**src/rtl/prc_defs.vh**
```
`ifndef PRC_DEFS_VH
`define PRC_DEFS_VH
// Register offsets
`define PRC_ADDR_W 10
`define PRC_OFS_LOOP 10'h010
`define PRC_OFS_RDIV_LO 10'h011
`define PRC_OFS_RDIV_HI 10'h012
`define PRC_OFS_ABL 10'h017
`define PRC_OFS_ROFS 10'h018
`define PRC_OFS_RSEL 10'h01c
`define PRC_OFS_IDIV 10'h1e0
`define PRC_OFS_IPATH 10'h1e1
// Reset values
`define PRC_RST_LOOP 8'h01
`define PRC_RST_ABL 8'h00
`define PRC_RST_ROFS 8'h00
`define PRC_RST_RSEL 8'h00
`define PRC_RST_IDIV 8'h00
`define PRC_RST_IPATH 8'h00
`define PRC_RST_RDIV 14'h0000
// Field positions
`define PRC_LOOP_PWR_LO 0
`define PRC_LOOP_PWR_HI 1
`define PRC_PUMP_MODE_LO 2
`define PRC_PUMP_MODE_HI 3
`define PRC_PUMP_CUR_LO 4
`define PRC_PUMP_CUR_HI 6
`define PRC_POL_BIT 7
`define PRC_ABL_LO 0
`define PRC_ABL_HI 1
`define PRC_DCOFS_BIT 7
`define PRC_RSEL_DIFF_BIT 0
`define PRC_RSEL_SE1_EN_BIT 1
`define PRC_RSEL_SE2_EN_BIT 2
`define PRC_RSEL_SE1_PD_BIT 3
`define PRC_RSEL_SE2_PD_BIT 4
`define PRC_RSEL_XTAL_BIT 5
`define PRC_RSEL_DBL_BIT 6
`define PRC_IDIV_LO 0
`define PRC_IDIV_HI 2
`define PRC_IPATH_BYP_BIT 0
// Encodings
`define PRC_PWR_NORMAL 2'h0
`define PRC_PUMP_HIZ 2'h0
`define PRC_PUMP_UPF 2'h1
`define PRC_PUMP_DNF 2'h2
`define PRC_PUMP_NORM 2'h3
`endif

```
**src/rtl/prc_pll_ctrl.v**
```verilog
// Functional notes
// - Loop power resets to async power-down
// - Defaults restored on every reset
// - Input divider ratios one to six
// - Loop power zero enables loop
// - Enabled loop feeds oscillator to prescaler
// - Polarity bit selects tuning sense
// - Detector compares reference and feedback dividers
// - Two-bit antibacklash width field
// - Pump mode: hiz, up, down, normal
// - Eight pump current steps
// - Reference inputs off after reset
// - One register selects reference type
// - Dc-offset bit lowers single-ended bias
// - Separate power-down per single-ended buffer
// - Differential receiver off unless selected, loop on
// - Single-ended buffer off if loop off
// - Differential mode powers down single-ended buffers
// - Crystal bit enables maintaining amplifier
// - Optional reference doubler
// - 14-bit reference divider, zero equals one
`timescale 1ns/1ps
`default_nettype none
`include "prc_defs.vh"
module prc_pll_ctrl (
  input wire CLK,
  input wire SYS_RST,
  input wire CE,
  input wire WR_EN,
  input wire RD_EN,
  input wire [9:0] ADDR,
  input wire [7:0] WDATA,
  output reg [7:0] RDATA,
  output reg RD_VALID,
  input wire CLK_IN,
  input wire EXT_OSC,
  input wire REF_IN,
  input wire FB_IN,
  output reg DIST_CLK,
  output reg PRESCALER_IN,
  output reg PUMP_UP,
  output reg PUMP_DN,
  output reg PUMP_HIZ,
  output reg [2:0] PUMP_CURRENT,
  output reg [1:0] ABL_WIDTH,
  output reg LOOP_ON,
  output reg DIFF_RX_ON,
  output reg SE1_BUF_ON,
  output reg SE2_BUF_ON,
  output reg SE_DC_OFFSET,
  output reg CRYSTAL_AMP_ENABLE,
  output reg DOUBLER_ON
);
////////////////////////////////////////////////////////////////////////////////
// Register file
reg [7:0] loop_r;
reg [7:0] abl_r;
reg [7:0] rofs_r;
reg [7:0] rsel_r;
reg [7:0] idiv_r;
reg [7:0] ipath_r;
reg [13:0] rdiv_r;
// Synchronised pins: 0 clock input, 1 oscillator, 2 reference, 3 feedback
wire [3:0] pin_s;
wire [3:0] pin_d;
wire clk_in_s;
wire ext_s;
assign clk_in_s = pin_s[0];
assign ext_s = pin_s[1];
////////////////////////////////////////////////////////////////////////////////
// Address decode, shared by the write and read paths
localparam [3:0] IDX_NONE = 4'h0;
localparam [3:0] IDX_LOOP = 4'h1;
localparam [3:0] IDX_RDLO = 4'h2;
localparam [3:0] IDX_RDHI = 4'h3;
localparam [3:0] IDX_ABL = 4'h4;
localparam [3:0] IDX_ROFS = 4'h5;
localparam [3:0] IDX_RSEL = 4'h6;
localparam [3:0] IDX_IDIV = 4'h7;
localparam [3:0] IDX_IPATH = 4'h8;
function [3:0] prc_reg_idx;
  input [9:0] a;
  begin
    if (a == `PRC_OFS_LOOP) prc_reg_idx = IDX_LOOP;
    else if (a == `PRC_OFS_RDIV_LO) prc_reg_idx = IDX_RDLO;
    else if (a == `PRC_OFS_RDIV_HI) prc_reg_idx = IDX_RDHI;
    else if (a == `PRC_OFS_ABL) prc_reg_idx = IDX_ABL;
    else if (a == `PRC_OFS_ROFS) prc_reg_idx = IDX_ROFS;
    else if (a == `PRC_OFS_RSEL) prc_reg_idx = IDX_RSEL;
    else if (a == `PRC_OFS_IDIV) prc_reg_idx = IDX_IDIV;
    else if (a == `PRC_OFS_IPATH) prc_reg_idx = IDX_IPATH;
    else prc_reg_idx = IDX_NONE;
  end
endfunction
wire [3:0] reg_idx;
assign reg_idx = prc_reg_idx(ADDR);
////////////////////////////////////////////////////////////////////////////////
// Only code zero runs the loop; every other code means powered down
wire [1:0] pwr = loop_r[`PRC_LOOP_PWR_HI:`PRC_LOOP_PWR_LO];
wire loop_on = (pwr == `PRC_PWR_NORMAL);
always @(posedge CLK) begin
  if (SYS_RST) begin
    loop_r <= `PRC_RST_LOOP;
    abl_r <= `PRC_RST_ABL;
    rofs_r <= `PRC_RST_ROFS;
    rsel_r <= `PRC_RST_RSEL;
    idiv_r <= `PRC_RST_IDIV;
    ipath_r <= `PRC_RST_IPATH;
    rdiv_r <= `PRC_RST_RDIV;
  end else if (CE && WR_EN) begin
    if (reg_idx == IDX_LOOP) loop_r <= WDATA;
    else if (reg_idx == IDX_RDLO) rdiv_r[7:0] <= WDATA;
    else if (reg_idx == IDX_RDHI) rdiv_r[13:8] <= WDATA[5:0];
    else if (reg_idx == IDX_ABL) abl_r <= {6'h00, WDATA[1:0]};
    else if (reg_idx == IDX_ROFS) rofs_r <= {WDATA[7], 7'h00};
    else if (reg_idx == IDX_RSEL) rsel_r <= {1'b0, WDATA[6:0]};
    else if (reg_idx == IDX_IDIV) idiv_r <= {5'h00, WDATA[2:0]};
    else if (reg_idx == IDX_IPATH) ipath_r <= {7'h00, WDATA[0]};
  end
end
always @(posedge CLK) begin
  if (SYS_RST) begin
    RDATA <= 8'h00;
    RD_VALID <= 1'b0;
  end else if (CE) begin
    RD_VALID <= RD_EN;
    if (!RD_EN) RDATA <= 8'h00;
    else if (reg_idx == IDX_LOOP) RDATA <= loop_r;
    else if (reg_idx == IDX_RDLO) RDATA <= rdiv_r[7:0];
    else if (reg_idx == IDX_RDHI) RDATA <= {2'h0, rdiv_r[13:8]};
    else if (reg_idx == IDX_ABL) RDATA <= abl_r;
    else if (reg_idx == IDX_ROFS) RDATA <= rofs_r;
    else if (reg_idx == IDX_RSEL) RDATA <= rsel_r;
    else if (reg_idx == IDX_IDIV) RDATA <= idiv_r;
    else if (reg_idx == IDX_IPATH) RDATA <= ipath_r;
    else RDATA <= 8'h00;
  end
end
////////////////////////////////////////////////////////////////////////////////
// Pin synchronisers; stage one read only by stage two
// Third stage only feeds edge detection, never the first stage
wire [3:0] pin_raw;
assign pin_raw = {FB_IN, REF_IN, EXT_OSC, CLK_IN};
genvar gi;
generate
  for (gi = 0; gi < 4; gi = gi + 1) begin : g_sync
    reg meta_r;
    reg sync_r;
    reg dly_r;
    always @(posedge CLK) begin
      if (SYS_RST) begin
        meta_r <= 1'b0;
        sync_r <= 1'b0;
        dly_r <= 1'b0;
      end else if (CE) begin
        meta_r <= pin_raw[gi];
        sync_r <= meta_r;
        dly_r <= sync_r;
      end
    end
    assign pin_s[gi] = sync_r;
    assign pin_d[gi] = dly_r;
  end
endgenerate
////////////////////////////////////////////////////////////////////////////////
// Input divider: code 0 gives 2, else code gives ratio, 7 clamps to 6
function [2:0] prc_ratio;
  input [2:0] code;
  begin
    if (code == 3'h0) prc_ratio = 3'h2;
    else if (code == 3'h7) prc_ratio = 3'h6;
    else prc_ratio = code;
  end
endfunction
reg [2:0] icnt_r;
reg iprev_r, dout_r;
wire [2:0] ratio = prc_ratio(idiv_r[2:0]);
wire in_rise = clk_in_s & ~iprev_r;
always @(posedge CLK) begin
  if (SYS_RST) begin
    icnt_r <= 3'h0;
    iprev_r <= 1'b0;
    dout_r <= 1'b0;
  end else if (CE) begin
    iprev_r <= clk_in_s;
    if (in_rise) begin
      if (icnt_r >= ratio - 3'h1) begin
        icnt_r <= 3'h0;
        dout_r <= 1'b1;
      end else begin
        icnt_r <= icnt_r + 3'h1;
        if (icnt_r + 3'h1 >= {1'b0, ratio[2:1]}) dout_r <= 1'b0;
      end
    end
  end
end
// Ratio one passes the input straight; the counter form would lose it
wire div_clk = (ratio == 3'h1) ? clk_in_s : dout_r;
////////////////////////////////////////////////////////////////////////////////
// Reference divider: 0 and 1 both divide by one
reg [13:0] rcnt_r;
reg rpulse_r;
wire ref_rise = pin_s[2] & ~pin_d[2];
wire fb_rise = pin_s[3] & ~pin_d[3];
always @(posedge CLK) begin
  if (SYS_RST) begin
    rcnt_r <= 14'h0000;
    rpulse_r <= 1'b0;
  end else if (CE) begin
    rpulse_r <= 1'b0;
    if (ref_rise) begin
      if (rdiv_r <= 14'h0001 || rcnt_r >= rdiv_r - 14'h0001) begin
        rcnt_r <= 14'h0000;
        rpulse_r <= 1'b1;
      end else rcnt_r <= rcnt_r + 14'h0001;
    end
  end
end
////////////////////////////////////////////////////////////////////////////////
// Phase detector: up/down state, antibacklash stretch by ABL code cycles
reg up_r, dn_r;
reg [1:0] abl_cnt_r;
wire [1:0] pmode = loop_r[`PRC_PUMP_MODE_HI:`PRC_PUMP_MODE_LO];
wire pol_neg = loop_r[`PRC_POL_BIT];
always @(posedge CLK) begin
  if (SYS_RST) begin
    up_r <= 1'b0;
    dn_r <= 1'b0;
    abl_cnt_r <= 2'h0;
  end else if (CE) begin
    // Cleared under the enable so a frozen block keeps its state
    if (!loop_on) begin
      up_r <= 1'b0;
      dn_r <= 1'b0;
      abl_cnt_r <= 2'h0;
    end else if (up_r && dn_r) begin
      if (abl_cnt_r >= abl_r[1:0]) begin
        up_r <= 1'b0;
        dn_r <= 1'b0;
        abl_cnt_r <= 2'h0;
      end else abl_cnt_r <= abl_cnt_r + 2'h1;
    end else begin
      if (rpulse_r) up_r <= 1'b1;
      if (fb_rise) dn_r <= 1'b1;
    end
  end
end
wire det_up = pol_neg ? dn_r : up_r;
wire det_dn = pol_neg ? up_r : dn_r;
////////////////////////////////////////////////////////////////////////////////
// Clock path outputs
always @(posedge CLK) begin
  if (SYS_RST) begin
    DIST_CLK <= 1'b0;
    PRESCALER_IN <= 1'b0;
    LOOP_ON <= 1'b0;
  end else if (CE) begin
    DIST_CLK <= ipath_r[`PRC_IPATH_BYP_BIT] ? clk_in_s : div_clk;
    PRESCALER_IN <= loop_on ? ext_s : 1'b0;
    LOOP_ON <= loop_on;
  end
end
////////////////////////////////////////////////////////////////////////////////
// Pump outputs; a dead loop leaves the pump floating, never driving
always @(posedge CLK) begin
  if (SYS_RST) begin
    PUMP_UP <= 1'b0;
    PUMP_DN <= 1'b0;
    PUMP_HIZ <= 1'b1;
    PUMP_CURRENT <= 3'h0;
    ABL_WIDTH <= 2'h0;
  end else if (CE) begin
    PUMP_CURRENT <= loop_r[`PRC_PUMP_CUR_HI:`PRC_PUMP_CUR_LO];
    ABL_WIDTH <= abl_r[1:0];
    PUMP_HIZ <= !loop_on || pmode == `PRC_PUMP_HIZ;
    PUMP_UP <= loop_on && (pmode == `PRC_PUMP_UPF ||
               (pmode == `PRC_PUMP_NORM && det_up));
    PUMP_DN <= loop_on && (pmode == `PRC_PUMP_DNF ||
               (pmode == `PRC_PUMP_NORM && det_dn));
  end
end
////////////////////////////////////////////////////////////////////////////////
// Reference input controls
// Differential mode or a dead loop forces a single-ended buffer down
function prc_se_on;
  input loop;
  input diff;
  input en;
  input pd;
  begin
    prc_se_on = loop && !diff && en && !pd;
  end
endfunction
always @(posedge CLK) begin
  if (SYS_RST) begin
    DIFF_RX_ON <= 1'b0;
    SE1_BUF_ON <= 1'b0;
    SE2_BUF_ON <= 1'b0;
    SE_DC_OFFSET <= 1'b0;
    CRYSTAL_AMP_ENABLE <= 1'b0;
    DOUBLER_ON <= 1'b0;
  end else if (CE) begin
    DIFF_RX_ON <= loop_on && rsel_r[`PRC_RSEL_DIFF_BIT];
    SE1_BUF_ON <= prc_se_on(loop_on, rsel_r[`PRC_RSEL_DIFF_BIT],
                            rsel_r[`PRC_RSEL_SE1_EN_BIT], rsel_r[`PRC_RSEL_SE1_PD_BIT]);
    SE2_BUF_ON <= prc_se_on(loop_on, rsel_r[`PRC_RSEL_DIFF_BIT],
                            rsel_r[`PRC_RSEL_SE2_EN_BIT], rsel_r[`PRC_RSEL_SE2_PD_BIT]);
    // The offset only matters for ac-coupled single-ended sources
    SE_DC_OFFSET <= rofs_r[`PRC_DCOFS_BIT];
    CRYSTAL_AMP_ENABLE <= rsel_r[`PRC_RSEL_XTAL_BIT];
    DOUBLER_ON <= rsel_r[`PRC_RSEL_DBL_BIT];
  end
end
endmodule
`default_nettype wire

```
**config.mk**
```make
export PLATFORM = sky130hd
export DESIGN_NAME = prc_pll_ctrl
export DESIGN_NICKNAME = d
export VERILOG_FILES = /design/src/rtl/prc_pll_ctrl.v
export VERILOG_INCLUDE_DIRS = /design/src /design/src/rtl
export SDC_FILE = /design/constraint.sdc
export NUM_CORES = 1
export LEC_CHECK = 0
export BUFFER_PORTS_ARGS = -buffer_cell sky130_fd_sc_hd__buf_2
export CORE_ASPECT_RATIO = 1.75
export CORE_UTILIZATION = 40
export DETAILED_ROUTE_END_ITERATION = 6
export GPL_TIMING_DRIVEN = 1
export PLACE_DENSITY = 0.66
export SLEW_MARGIN = 30
export SYNTH_ARGS = -nofsm -noshare
export SYNTH_HDL_FRONTEND = slang
export SYNTH_SLANG_ARGS = --single-unit
```
**constraint.sdc**
```tcl
create_clock -name CLK -period 3.9 [get_ports CLK]
set_input_delay 0.585 -clock CLK [delete_from_list [all_inputs] [get_ports CLK]]
set_output_delay 0.585 -clock CLK [all_outputs]
set_load 0.01 [all_outputs]
```
After elaboration in Yosys (flattened, before gate mapping)
Cells that the tools add are included.
{"block": "totals", "out_inout_bits": 26, "reg_bits": 96, "word_cells": 168}
{"block": "classes", "n_bitwise": 13, "n_mux": 40, "n_addsub": 5, "reduce_logical": 38, "magnitude_cmp": 5, "n_eq_ne": 25}
{"op": "10-bit by 5-bit equality test with 1-bit output, second input constant", "n": 6}
{"op": "8-bit 2-to-1 mux", "n": 6}
{"op": "4-bit 2-to-1 mux", "n": 8}
{"op": "10-bit by 9-bit equality test with 1-bit output, second input constant", "n": 2}
{"op": "1-bit 2-to-1 mux", "n": 17}
{"op": "4-bit by 3-bit equality test with 1-bit output, second input constant", "n": 4}
{"op": "14-bit by 1-bit adder with 14-bit output, second input constant", "n": 1}
{"op": "14-bit greater-or-equal comparator", "n": 1}
{"op": "14-bit by 1-bit less-or-equal comparator with 1-bit output, second input constant", "n": 1}
{"op": "14-bit 2-to-1 mux", "n": 1}
{"op": "14-bit by 1-bit subtractor with 14-bit output, second input constant", "n": 1}
{"op": "1-bit logical AND", "n": 12}
{"op": "3-bit 2-to-1 mux", "n": 4}
{"op": "3-bit AND reduction", "n": 4}
{"op": "1-bit inverter", "n": 10}
{"op": "9-bit AND reduction", "n": 1}
{"op": "4-bit by 2-bit equality test with 1-bit output, second input constant", "n": 2}
{"op": "2-bit AND reduction", "n": 4}
{"op": "8-bit AND reduction", "n": 1}
{"op": "7-bit 2-to-1 mux", "n": 1}
{"op": "7-bit AND reduction", "n": 1}
{"op": "2-bit 2-to-1 mux", "n": 3}
{"op": "3-bit by 1-bit inequality test with 1-bit output, second input constant", "n": 2}
{"op": "6-bit AND reduction", "n": 1}
{"op": "other kinds (22)", "n": 32}

Depth between registers and ports, before layout
Gate-level depths: netlist of the first run.
{"block": "logic_depth", "ltp_word": 19, "mapped_depth": 14, "ltp_nobuf": 13}

Least setup slack after synthesis of the first run
OpenSTA, ideal clock, no wires.
{"block": "synth_timing", "kind": "reg-to-reg", "from": "register rdiv_r[2]", "to": "register rcnt_r[5]", "path_stages_with_launch": 14, "n_path_buf": 1, "t_arrival_ns": 2.949, "slack_ns": 0.887, "cell_sequence": "dfxtp_1 or2_2 or4_1 nor4_2 and2b_1 xnor2_1 ha_1 a211o_1 a21oi_1 a221oi_1 a211oi_2 o21bai_2 buf_4 nor2_1"}
{"block": "synth_between", "elab_chain_len": 4, "elab_cells_between_ends": 5, "classes_between": "add/sub: 1; order compare: 2; mux: 1; reduce/logical: 1"}
{"element": "start, declared", "line_no": "prc_pll_ctrl.v:62", "source": "reg [13:0] rdiv_r;"}
{"element": "start signal, assigned", "line_no": "prc_pll_ctrl.v:109", "source": "rdiv_r <= `PRC_RST_RDIV;"}
{"element": "14-bit by 1-bit subtractor with 14-bit output", "line_no": "prc_pll_ctrl.v:212", "source": "if (rdiv_r <= 14'h0001 || rcnt_r >= rdiv_r - 14'h0001) begin"}
{"element": "14-bit greater-or-equal comparator", "line_no": "prc_pll_ctrl.v:212"}
{"element": "1-bit logical OR *", "line_no": "prc_pll_ctrl.v:212"}
{"element": "14-bit 2-to-1 mux *", "line_no": "prc_pll_ctrl.v:212"}
{"element": "end signal, assigned", "line_no": "prc_pll_ctrl.v:215", "source": "end else rcnt_r <= rcnt_r + 14'h0001;"}
{"element": "end, declared", "line_no": "prc_pll_ctrl.v:201", "source": "reg [13:0] rcnt_r;"}
Every way passes the cells marked *; elsewhere a longest branch is shown, timed or not.
A chain may end at the register's enable or synchronous reset.

Worst setup path after layout of the first run
{"block": "layout_timing", "from": "register rdiv_r[2]", "to": "register rcnt_r[3]"}
The elaborated chain is that of the path after synthesis.

==> results.cfg, run 1 <==
[setup_path]
slowest_stage = or4_1
max_stage_delay_ns = 0.48
start_kind = flip-flop
r2r_slack_ns = 0.52
crit_start = rdiv_r[2]$_SDFFE_PP0P_
r2r_start = rdiv_r[2]$_SDFFE_PP0P_
rr_worst_depth = 12
required_ns = 4.18
cp.arrival_ns = 3.67
crit_path_end_kind = flip-flop
r2r-end = rcnt_r[3]$_SDFFE_PP0P_
path_class = reg2reg
crit_end = rcnt_r[3]$_SDFFE_PP0P_
cp_max_fo = 11
crit_chain = or2_2, or4_1, nor4_2, and2b_1, xnor2_1, ha_1, a211o_1, a21oi_1, a221oi_1, a211oi_2, o21bai_2, nor2_1

[clocking]
clkTransAtPathRegs_ns = 0.07
clock_path_buffers = 2
postCtsHoldBufs = 0
cts_buffers = 9
cts.repair.resized = 0
cts_root_buf = clkbuf_16
clkLatencyLatePin_ns = 0.35
cts_sinks = 96
tritoncts = done
htreeDepth = 3
postCtsSetupBuffers = 0

[floorplan]
rows = 53
start_util_pct = 40.9
die_w_um = 85.6
io_pins = 53
die_area_mm2 = 0.0127
core_mm2 = 0.0119
fp.dieH_um = 148

[drt]
vias = 4205
wire_per_inst_um = 16.5
drc_errors = 0
drt_iter0_drc = 189
firstDrtPassIters = 4
avgViaCountPerCell = 5.61
routed_wirelength_mm = 12.4
ant_nets = 0

[power]
p_per_area_mw_per_mm2 = 357
vdd_drop_max_mv = 0.300
switching_share_pct = 23.4
p_sw_mw = 0.465
intPower_mw = 1.52
p_comb_share_pct = 5.4
pwr-share-seq_pct = 49.9
leakagePower_nw = 2.40
power.total_mw = 1.99
power.share.clock_pct = 44.7

[timing]
period_needed_ns = 3.38
rsz0062_at_grt = false
fin_hold_ws_ns = 0.461
setup_viol = 0
finalSetupTns_ns = 0
slew_viol_final = 0
worst_pin_slew_ns = 0.813
period_share_pct = 86.7
setup_ws_ns = 0.517
skew_ns = 0.00799
finalHoldViolCount = 0
maxSlewHeadroom_pct = 45.8
max_freq_ghz = 0.296

[global_route]
grt_usage_pct = 20.4
grt_overflow = 0
grt_pass1_vias = 4269
grt_pass1_wl_mm = 20.4
grt_start_max_net_pins = 46
antenna_found_initial = 0

[cells_and_area]
finalNetCount = 662
drive_gt1_share_pct = 14.4
syn_to_final_growth_pct = 13.7
diodes = 0
final_cells = 750
fillers = 1173

[yosys]
synth-edff-count = 0
synth_top_area_share_pct = 39.3
synth_cell_types = 60
syn_inst = 563
syn_nets = 616
synthArstFlopShare_pct = 0
synth-seq-area-share_pct = 39.3
yosys.area.top_type = dfxtp_1
synth.cell_area_mm2 = 0.00489
synthTopCellsByArea = dfxtp_1 39%, mux2i_1 9.4%, nor2_1 7.5%
synth_common_cells = 97 x nor2_1, 96 x dfxtp_1, 48 x nand2_1
ys_seq_elements = 96
yosysWarnings = 0
synth.most_common_cell = nor2_1
avgSynthCellArea_um2 = 8.68
synth_ff_type = dfxtp_1

[run]
maxCapViolations = 0

[place]
io_buffers = 52
pre_cts_slack_ns = 0.506
gp_congestion = 0.923
dp_hpwl_mm = 9.54
dp_cells = 735

[worst_hold_path]
hp-class = reg2reg
min_delay_path_depth = 2

[run_status]
outcome = complete, no violations
power by group through the flow:
stage | sequential (mW) | combinational, mW | clock, mW
finish | 0.991 | 0.107 | 0.887
CTS | 0.991 | 0.108 | 0.899
floorplan | 1.01 | 0.0665 | 0
global placement | 1.01 | 0.105 | 0
global route | 0.991 | 0.117 | 0.932
detailed placement | 1.01 | 0.107 | 0
sequential cells by signal, summed over array words and instances (netlist names), 2 cells and up:
signal         flops
ABL_WIDTH          2
PUMP_CURRENT       3
RDATA              8
abl_cnt_r          2
abl_r              2
g_sync.dly_r       2
g_sync.meta_r      4
g_sync.sync_r      2
icnt_r             3
idiv_r             3
loop_r             8
rcnt_r            14
rdiv_r            14
rsel_r             7
cells by family after synthesis:
family / synth area share [%]
AO/OA/AOI/OAI: 13.1
XOR/XNOR: 5.20
adder cells (fa/ha/maj): 6.66
buffers and inverters: 3.99
flip-flops: 39.3
multiplexers: 9.42
AND/OR/NAND/NOR: 22.4
layout make-up:
class                           count  area [µm²]  area share, %
Multi-Input combinational cell    420        2770           49.9
Clock inverter                      6        67.6           1.22
Timing Repair Buffer               59         313           5.63
Inverter                           23        86.3           1.55
Clock buffer                        9         225           4.05
Sequential cell                    96        1920           34.6
Tap cell                          137         171           3.09
layout by cell type, fill, tap and decap left out, drive strengths merged, types with 5 or more instances in the layout:
cell / Yosys / final
nor3: 10 / 10
a32oi: 6 / 6
mux2i: 46 / 46
xnor2: 19 / 19
nor2: 98 / 98
ha: 26 / 26
clkbuf: 15 / 9
xor2: 10 / 10
nand3: 24 / 24
o21ai: 21 / 21
nand2: 49 / 49
dfxtp: 96 / 96
buf: 9 / 59
nor2b: 5 / 5
a221oi: 6 / 6
inv: 22 / 24
a21oi: 33 / 33
nand4: 6 / 6
worst min path at each step:
stage	startpoint	end	slack, ns
global placement	dout_r$_SDFFE_PP0P_	dout_r$_SDFFE_PP0P_	0.45
floorplan	dout_r$_SDFFE_PP0P_	dout_r$_SDFFE_PP0P_	0.44
global route	REF_IN	g_sync[2].meta_r$_SDFFE_PP0P_	0.48
CTS	dout_r$_SDFFE_PP0P_	dout_r$_SDFFE_PP0P_	0.46
finish	dout_r$_SDFFE_PP0P_	dout_r$_SDFFE_PP0P_	0.46
detailed placement	dout_r$_SDFFE_PP0P_	dout_r$_SDFFE_PP0P_	0.45
critical path: cells and delay by family, from the launching register on:
kind | cells | cell delay (ns)
fa+ha+maj | 1 | 0.21
flops | 1 | 0.36
simple gates | 5 | 1.46
xor+xnor | 1 | 0.07
compound gates | 5 | 1.23
metal layers:
layer / track usage, % / up-vias / share of wire (%)
met5: 0 / - / 0
met4: 14.7 / 0 / 6.6
met3: 3.00 / 48 / 3.2
met2: 36.4 / 100 / 52
met1: 21.7 / 1986 / 38
li1: - / 2071 / -
through the flow:
step	utilization (%)	instance area, µm²
after floorplan	-	4890
after global placement	44.1	5260
after detailed placement	44.1	5260
after CTS	46.5	5560
after global routing	46.5	5560
final	46.5	5560
No activity file was read; power rests on OpenSTA's default activity.
==> run 2: changes to the inputs <==
--- a/config.mk
+++ b/config.mk
@@ -8,2 +8,3 @@
 export LEC_CHECK = 0
+export ABC_CLOCK_PERIOD_IN_PS = 3900
 export BUFFER_PORTS_ARGS = -buffer_cell sky130_fd_sc_hd__buf_2
@@ -14,2 +15,3 @@
 export PLACE_DENSITY = 0.66
+export RECOVER_POWER = 100
 export SLEW_MARGIN = 30
--- a/constraint.sdc
+++ b/constraint.sdc
@@ -3,2 +3,2 @@
 set_output_delay 0.585 -clock CLK [all_outputs]
-set_load 0.01 [all_outputs]
+set_load 0.02 [all_outputs]
==> results.cfg, run 2 (same netlist as run 1, synthesis figures left out) <==
[run_status]
outcome = complete, but fails checks
violations = capacitance limit, slew limit

[clocking]
cts.repair.resized = 0
clkLatencyLatePin_ns = 0.34
tritoncts = done
postCtsSetupBuffers = 0
cts_root_buf = clkbuf_16
clkTransAtPathRegs_ns = 0.07
cts_sinks = 96
htreeDepth = 3
clock_path_buffers = 2
cts_buffers = 9
postCtsHoldBufs = 0

[timing]
period_share_pct = 86.9
slew_viol_final = 46
worst_pin_slew_ns = 1.96
finalSetupTns_ns = 0
maxSlewHeadroom_pct = -30.6
rsz0062_at_grt = false
skew_ns = 0.00566
period_needed_ns = 3.39
finalHoldViolCount = 0
setup_viol = 0
max_freq_ghz = 0.295
setup_ws_ns = 0.512

[power]
vdd_drop_max_mv = 0.301
power.share.clock_pct = 44.8
p_per_area_mw_per_mm2 = 363
p_comb_share_pct = 5.2
pwr-share-seq_pct = 50.0
intPower_mw = 1.52
switching_share_pct = 23.4
leakagePower_nw = 2.27
p_sw_mw = 0.463

[setup_path]
required_ns = 4.18
rr_worst_depth = 12
cp_max_fo = 11
r2r_slack_ns = 0.51
slowest_stage = or4_1
max_stage_delay_ns = 0.48
cp_top_family = simple AND/OR/NAND/NOR gates
crit_path_end_kind = flip-flop
r2r_start = rdiv_r[2]$_SDFFE_PP0P_
path_class = reg2reg
r2r-end = rcnt_r[3]$_SDFFE_PP0P_
start_kind = flip-flop
crit_chain = or2_2, or4_1, nor4_2, and2b_1, xnor2_1, ha_1, a211o_1, a21oi_1, a221oi_1, a211oi_2, o21bai_2, nor2_1
worst-path-buf-inv = 0
cp.arrival_ns = 3.67

[cells_and_area]
seqCellArea_mm2 = 0.00192
layout_commonest_cell = nor2_1
multiInputGateArea_mm2 = 0.00272
finalNetCount = 662
syn_to_final_growth_pct = 11.7
mostFrequentLayoutCells = 98 x nor2_1, 96 x dfxtp_1, 48 x nand2_1
final_cells = 750
drive_gt1_share_pct = 8.48
fillers = 1204
reg_top3 = rcnt_r x14, rdiv_r x14
utilization_pct = 45.7
diodes = 0

[worst_hold_path]
hold_end = dout_r$_SDFFE_PP0P_
hp-class = reg2reg
min_delay_path_depth = 2
worst_hold_startpoint = dout_r$_SDFFE_PP0P_

[drt]
drc_errors = 0
vias = 4208
wire_per_inst_um = 16.6
avgViaCountPerCell = 5.61
firstDrtPassIters = 4
ant_nets = 0
drt_iter0_drc = 166
routed_wirelength_mm = 12.4

[floorplan]
start_util_pct = 40.9
fp.dieH_um = 148
core_mm2 = 0.0119
io_pins = 53
die_w_um = 85.6
rows = 53
die_area_mm2 = 0.0127

[global_route]
grt_usage_pct = 20.4
grt_pass1_wl_mm = 20.4
grt_pass1_vias = 4269
antenna_found_initial = 0
grt_start_max_net_pins = 46
grt_overflow = 0

[run]
maxCapViolations = 1

[place]
gp_congestion = 0.923
pre_cts_slack_ns = 0.506
io_buffers = 52
dp_cells = 735
dp_hpwl_mm = 9.54
[run 2: power groups by stage]
stage / registers [mW] / clock network, mW / logic [mW]
after floorplan: 1.01 / 0 / 0.0665
after global placement: 1.01 / 0 / 0.106
after detailed placement: 1.01 / 0 / 0.108
after CTS: 0.991 / 0.899 / 0.108
after global routing: 0.991 / 0.932 / 0.113
final: 0.991 / 0.887 / 0.104
[run 2: metrics by stage]
stage | instance area [µm²] | total power [mW] | hold WS, ns
global placement | 5260 | 1.12 | 0.454
CTS | 5560 | 2.00 | 0.463
floorplan | 4890 | 1.08 | 0.436
global route | 5460 | 2.04 | 0.480
finish | 5460 | 1.98 | 0.459
detailed placement | 5260 | 1.12 | 0.453
[run 2: routing by layer]
| metal | wire (µm) | share of wire, % | global-route usage [%] |
|---|---|---|---|
| met2 | 6460 | 52 | 36.4 |
| met5 | 0 | 0 | 0 |
| met3 | 419 | 3.4 | 3.00 |
| met4 | 812 | 6.5 | 14.7 |
| met1 | 4740 | 38 | 21.7 |
[run 2: cell type report]
class                           instances  share of cell area (%)
Clock inverter                          6                    1.24
Clock buffer                            9                    4.13
Inverter                               23                    1.58
Sequential cell                        96                    35.2
Timing Repair Buffer                   59                    4.95
Multi-Input combinational cell        420                    49.7
Tap cell                              137                    3.14
[run 2: worst min-delay path, cell delays in order (launching register included)]
cell	delay [ns]
dfxtp_1	0.31
nand2_1	0.05
a21oi_1	0.05
[run 2: worst max-delay path by stage]
stage / from / endpoint / slack [ns] / cells after the start
5_1_grt: rdiv_r[2]$_SDFFE_PP0P_ / rcnt_r[11]$_SDFFE_PP0P_ / 0.20 / 11
3_5_place_dp: rdiv_r[2]$_SDFFE_PP0P_ / rcnt_r[3]$_SDFFE_PP0P_ / 0.51 / 12
2_1_floorplan: rdiv_r[2]$_SDFFE_PP0P_ / rcnt_r[5]$_SDFFE_PP0P_ / 0.89 / 13
4_1_cts: rdiv_r[2]$_SDFFE_PP0P_ / rcnt_r[3]$_SDFFE_PP0P_ / 0.50 / 12
3_3_place_gp: rdiv_r[2]$_SDFFE_PP0P_ / rcnt_r[12]$_SDFFE_PP0P_ / 0.63 / 11
6_report: rdiv_r[2]$_SDFFE_PP0P_ / rcnt_r[3]$_SDFFE_PP0P_ / 0.51 / 12
==> run 3: changes to the inputs <==
Settings changed: REMOVE_ABC_BUFFERS from default to 1.
==> results.cfg, run 3 (same netlist as run 1, synthesis figures left out) <==
[run_status]
outcome = complete, no violations

[clocking]
cts_sinks = 96
clkTransAtPathRegs_ns = 0.07
postCtsHoldBufs = 0
tritoncts = done
postCtsSetupBuffers = 0
cts.repair.resized = 0
clkLatencyLatePin_ns = 0.34
cts_root_buf = clkbuf_16
cts_buffers = 9
clock_path_buffers = 2
htreeDepth = 3

[timing]
finalSetupTns_ns = 0
rsz0062_at_grt = false
period_share_pct = 89.0
max_freq_ghz = 0.288
maxSlewHeadroom_pct = 1.96
skew_ns = 0.00768
slew_viol_final = 0
period_needed_ns = 3.47
worst_pin_slew_ns = 1.47
finalHoldViolCount = 0
setup_viol = 0

[global_route]
grt_pass1_wl_mm = 20.6
grt_pass1_vias = 4302
grt_overflow = 0
grt_start_max_net_pins = 35
grt_usage_pct = 21.0
antenna_found_initial = 0

[cells_and_area]
multiInputGateArea_mm2 = 0.00274
reg_top3 = rcnt_r x14, rdiv_r x14
finalNetCount = 662
seqCellArea_mm2 = 0.00192
drive_gt1_share_pct = 8.31
diodes = 0
layout_commonest_cell = nor2_1
mostFrequentLayoutCells = 97 x nor2_1, 96 x dfxtp_1, 48 x nand2_1
fillers = 1198
syn_to_final_growth_pct = 11.5

[worst_hold_path]
hp-class = reg2reg
hold_end = dout_r$_SDFFE_PP0P_
worst_hold_startpoint = dout_r$_SDFFE_PP0P_
min_delay_path_depth = 2

[setup_path]
crit_path_end_kind = flip-flop
required_ns = 4.11
cp_max_fo = 11
rr_worst_depth = 11
start_kind = flip-flop
path_class = reg2reg
r2r_start = rdiv_r[2]$_SDFFE_PP0P_
r2r-end = rcnt_r[5]$_SDFFE_PP0P_
r2r_slack_ns = 0.43
cp.arrival_ns = 3.69

[floorplan]
die_w_um = 85.6
io_pins = 53
fp.dieH_um = 148
core_mm2 = 0.0119
rows = 53
die_area_mm2 = 0.0127
start_util_pct = 40.9

[power]
pwr-share-seq_pct = 51.6
p_comb_share_pct = 5.4
power.share.clock_pct = 43.0
intPower_mw = 1.46
vdd_drop_max_mv = 0.221
p_per_area_mw_per_mm2 = 353
leakagePower_nw = 2.24
switching_share_pct = 24.3
p_sw_mw = 0.466
power.total_mw = 1.92

[drt]
vias = 4199
ant_nets = 0
routed_wirelength_mm = 12.7
firstDrtPassIters = 4
drt_iter0_drc = 220
wire_per_inst_um = 16.9
drc_errors = 0
avgViaCountPerCell = 5.59

[place]
dp_hpwl_mm = 9.76
io_buffers = 52
gp_congestion = 0.924

[run]
maxCapViolations = 0
==> run 3: area by class of cell <==
cell class / count / area share [%]
multi-input cells: 420 / 50.2
flip-flops and latches: 96 / 35.3
repair buffers: 59 / 4.73
clock buffers: 10 / 4.20
well taps: 137 / 3.15
inverters: 23 / 1.58
clock inverters: 6 / 0.827
==> run 3: worst max-delay path: stages, from the launching register on <==
cell and delay [ns]:
dfxtp_1 0.37, or2_2 0.32, or4_1 0.49, nor4_2 0.32, nand2_1 0.13, xor2_1 0.17, ha_1 0.30, nand4_1 0.13
o41ai_1 0.46, a211oi_2 0.16, o21bai_2 0.40, nor2_1 0.10
==> run 3: worst max path at each step <==
| stage | endpoint | slack, ns | startpoint |
|---|---|---|---|
| 6_report | rcnt_r[5]$_SDFFE_PP0P_ | 0.43 | rdiv_r[2]$_SDFFE_PP0P_ |
| 5_1_grt | rcnt_r[5]$_SDFFE_PP0P_ | 0.15 | rdiv_r[2]$_SDFFE_PP0P_ |
| 4_1_cts | rcnt_r[12]$_SDFFE_PP0P_ | 0.43 | rdiv_r[2]$_SDFFE_PP0P_ |
| 3_5_place_dp | rcnt_r[12]$_SDFFE_PP0P_ | 0.44 | rdiv_r[2]$_SDFFE_PP0P_ |
| 3_3_place_gp | rcnt_r[12]$_SDFFE_PP0P_ | 0.61 | rdiv_r[2]$_SDFFE_PP0P_ |
| 2_1_floorplan | rcnt_r[10]$_SDFFE_PP0P_ | 0.91 | rdiv_r[2]$_SDFFE_PP0P_ |
==> run 3: metal layers <==
| layer | track usage [%] | vias to the layer above | part of all wire (%) |
|---|---|---|---|
| li1 | - | 2063 | - |
| met1 | 21.2 | 1974 | 38 |
| met2 | 39.0 | 117 | 53 |
| met3 | 3.05 | 45 | 3.5 |
| met4 | 14.3 | 0 | 6.2 |
| met5 | 0 | - | 0 |
==> run 3: power groups by stage <==
stage	sequential [mW]	clock [mW]	combinational, mW
4_1_cts	0.991	0.842	0.109
5_1_grt	0.992	0.878	0.115
6_report	0.991	0.826	0.104
3_3_place_gp	1.01	0	0.106
3_5_place_dp	1.01	0	0.109
2_1_floorplan	1.01	0	0.0420
==> run 3: metrics by stage <==
stage | cells | setup slack, ns | area [µm²] | utilization (%) | hold slack [ns]
final | 751 | 0.428 | 5450 | 45.6 | 0.463
after detailed placement | 735 | 0.435 | 5260 | 44.1 | 0.459
after global routing | 751 | 0.148 | 5450 | 45.6 | 0.493
after CTS | 751 | 0.432 | 5540 | 46.4 | 0.469
after global placement | 735 | 0.615 | 5260 | 44.1 | 0.453
after floorplan | 539 | 0.908 | 4780 | - | 0.430
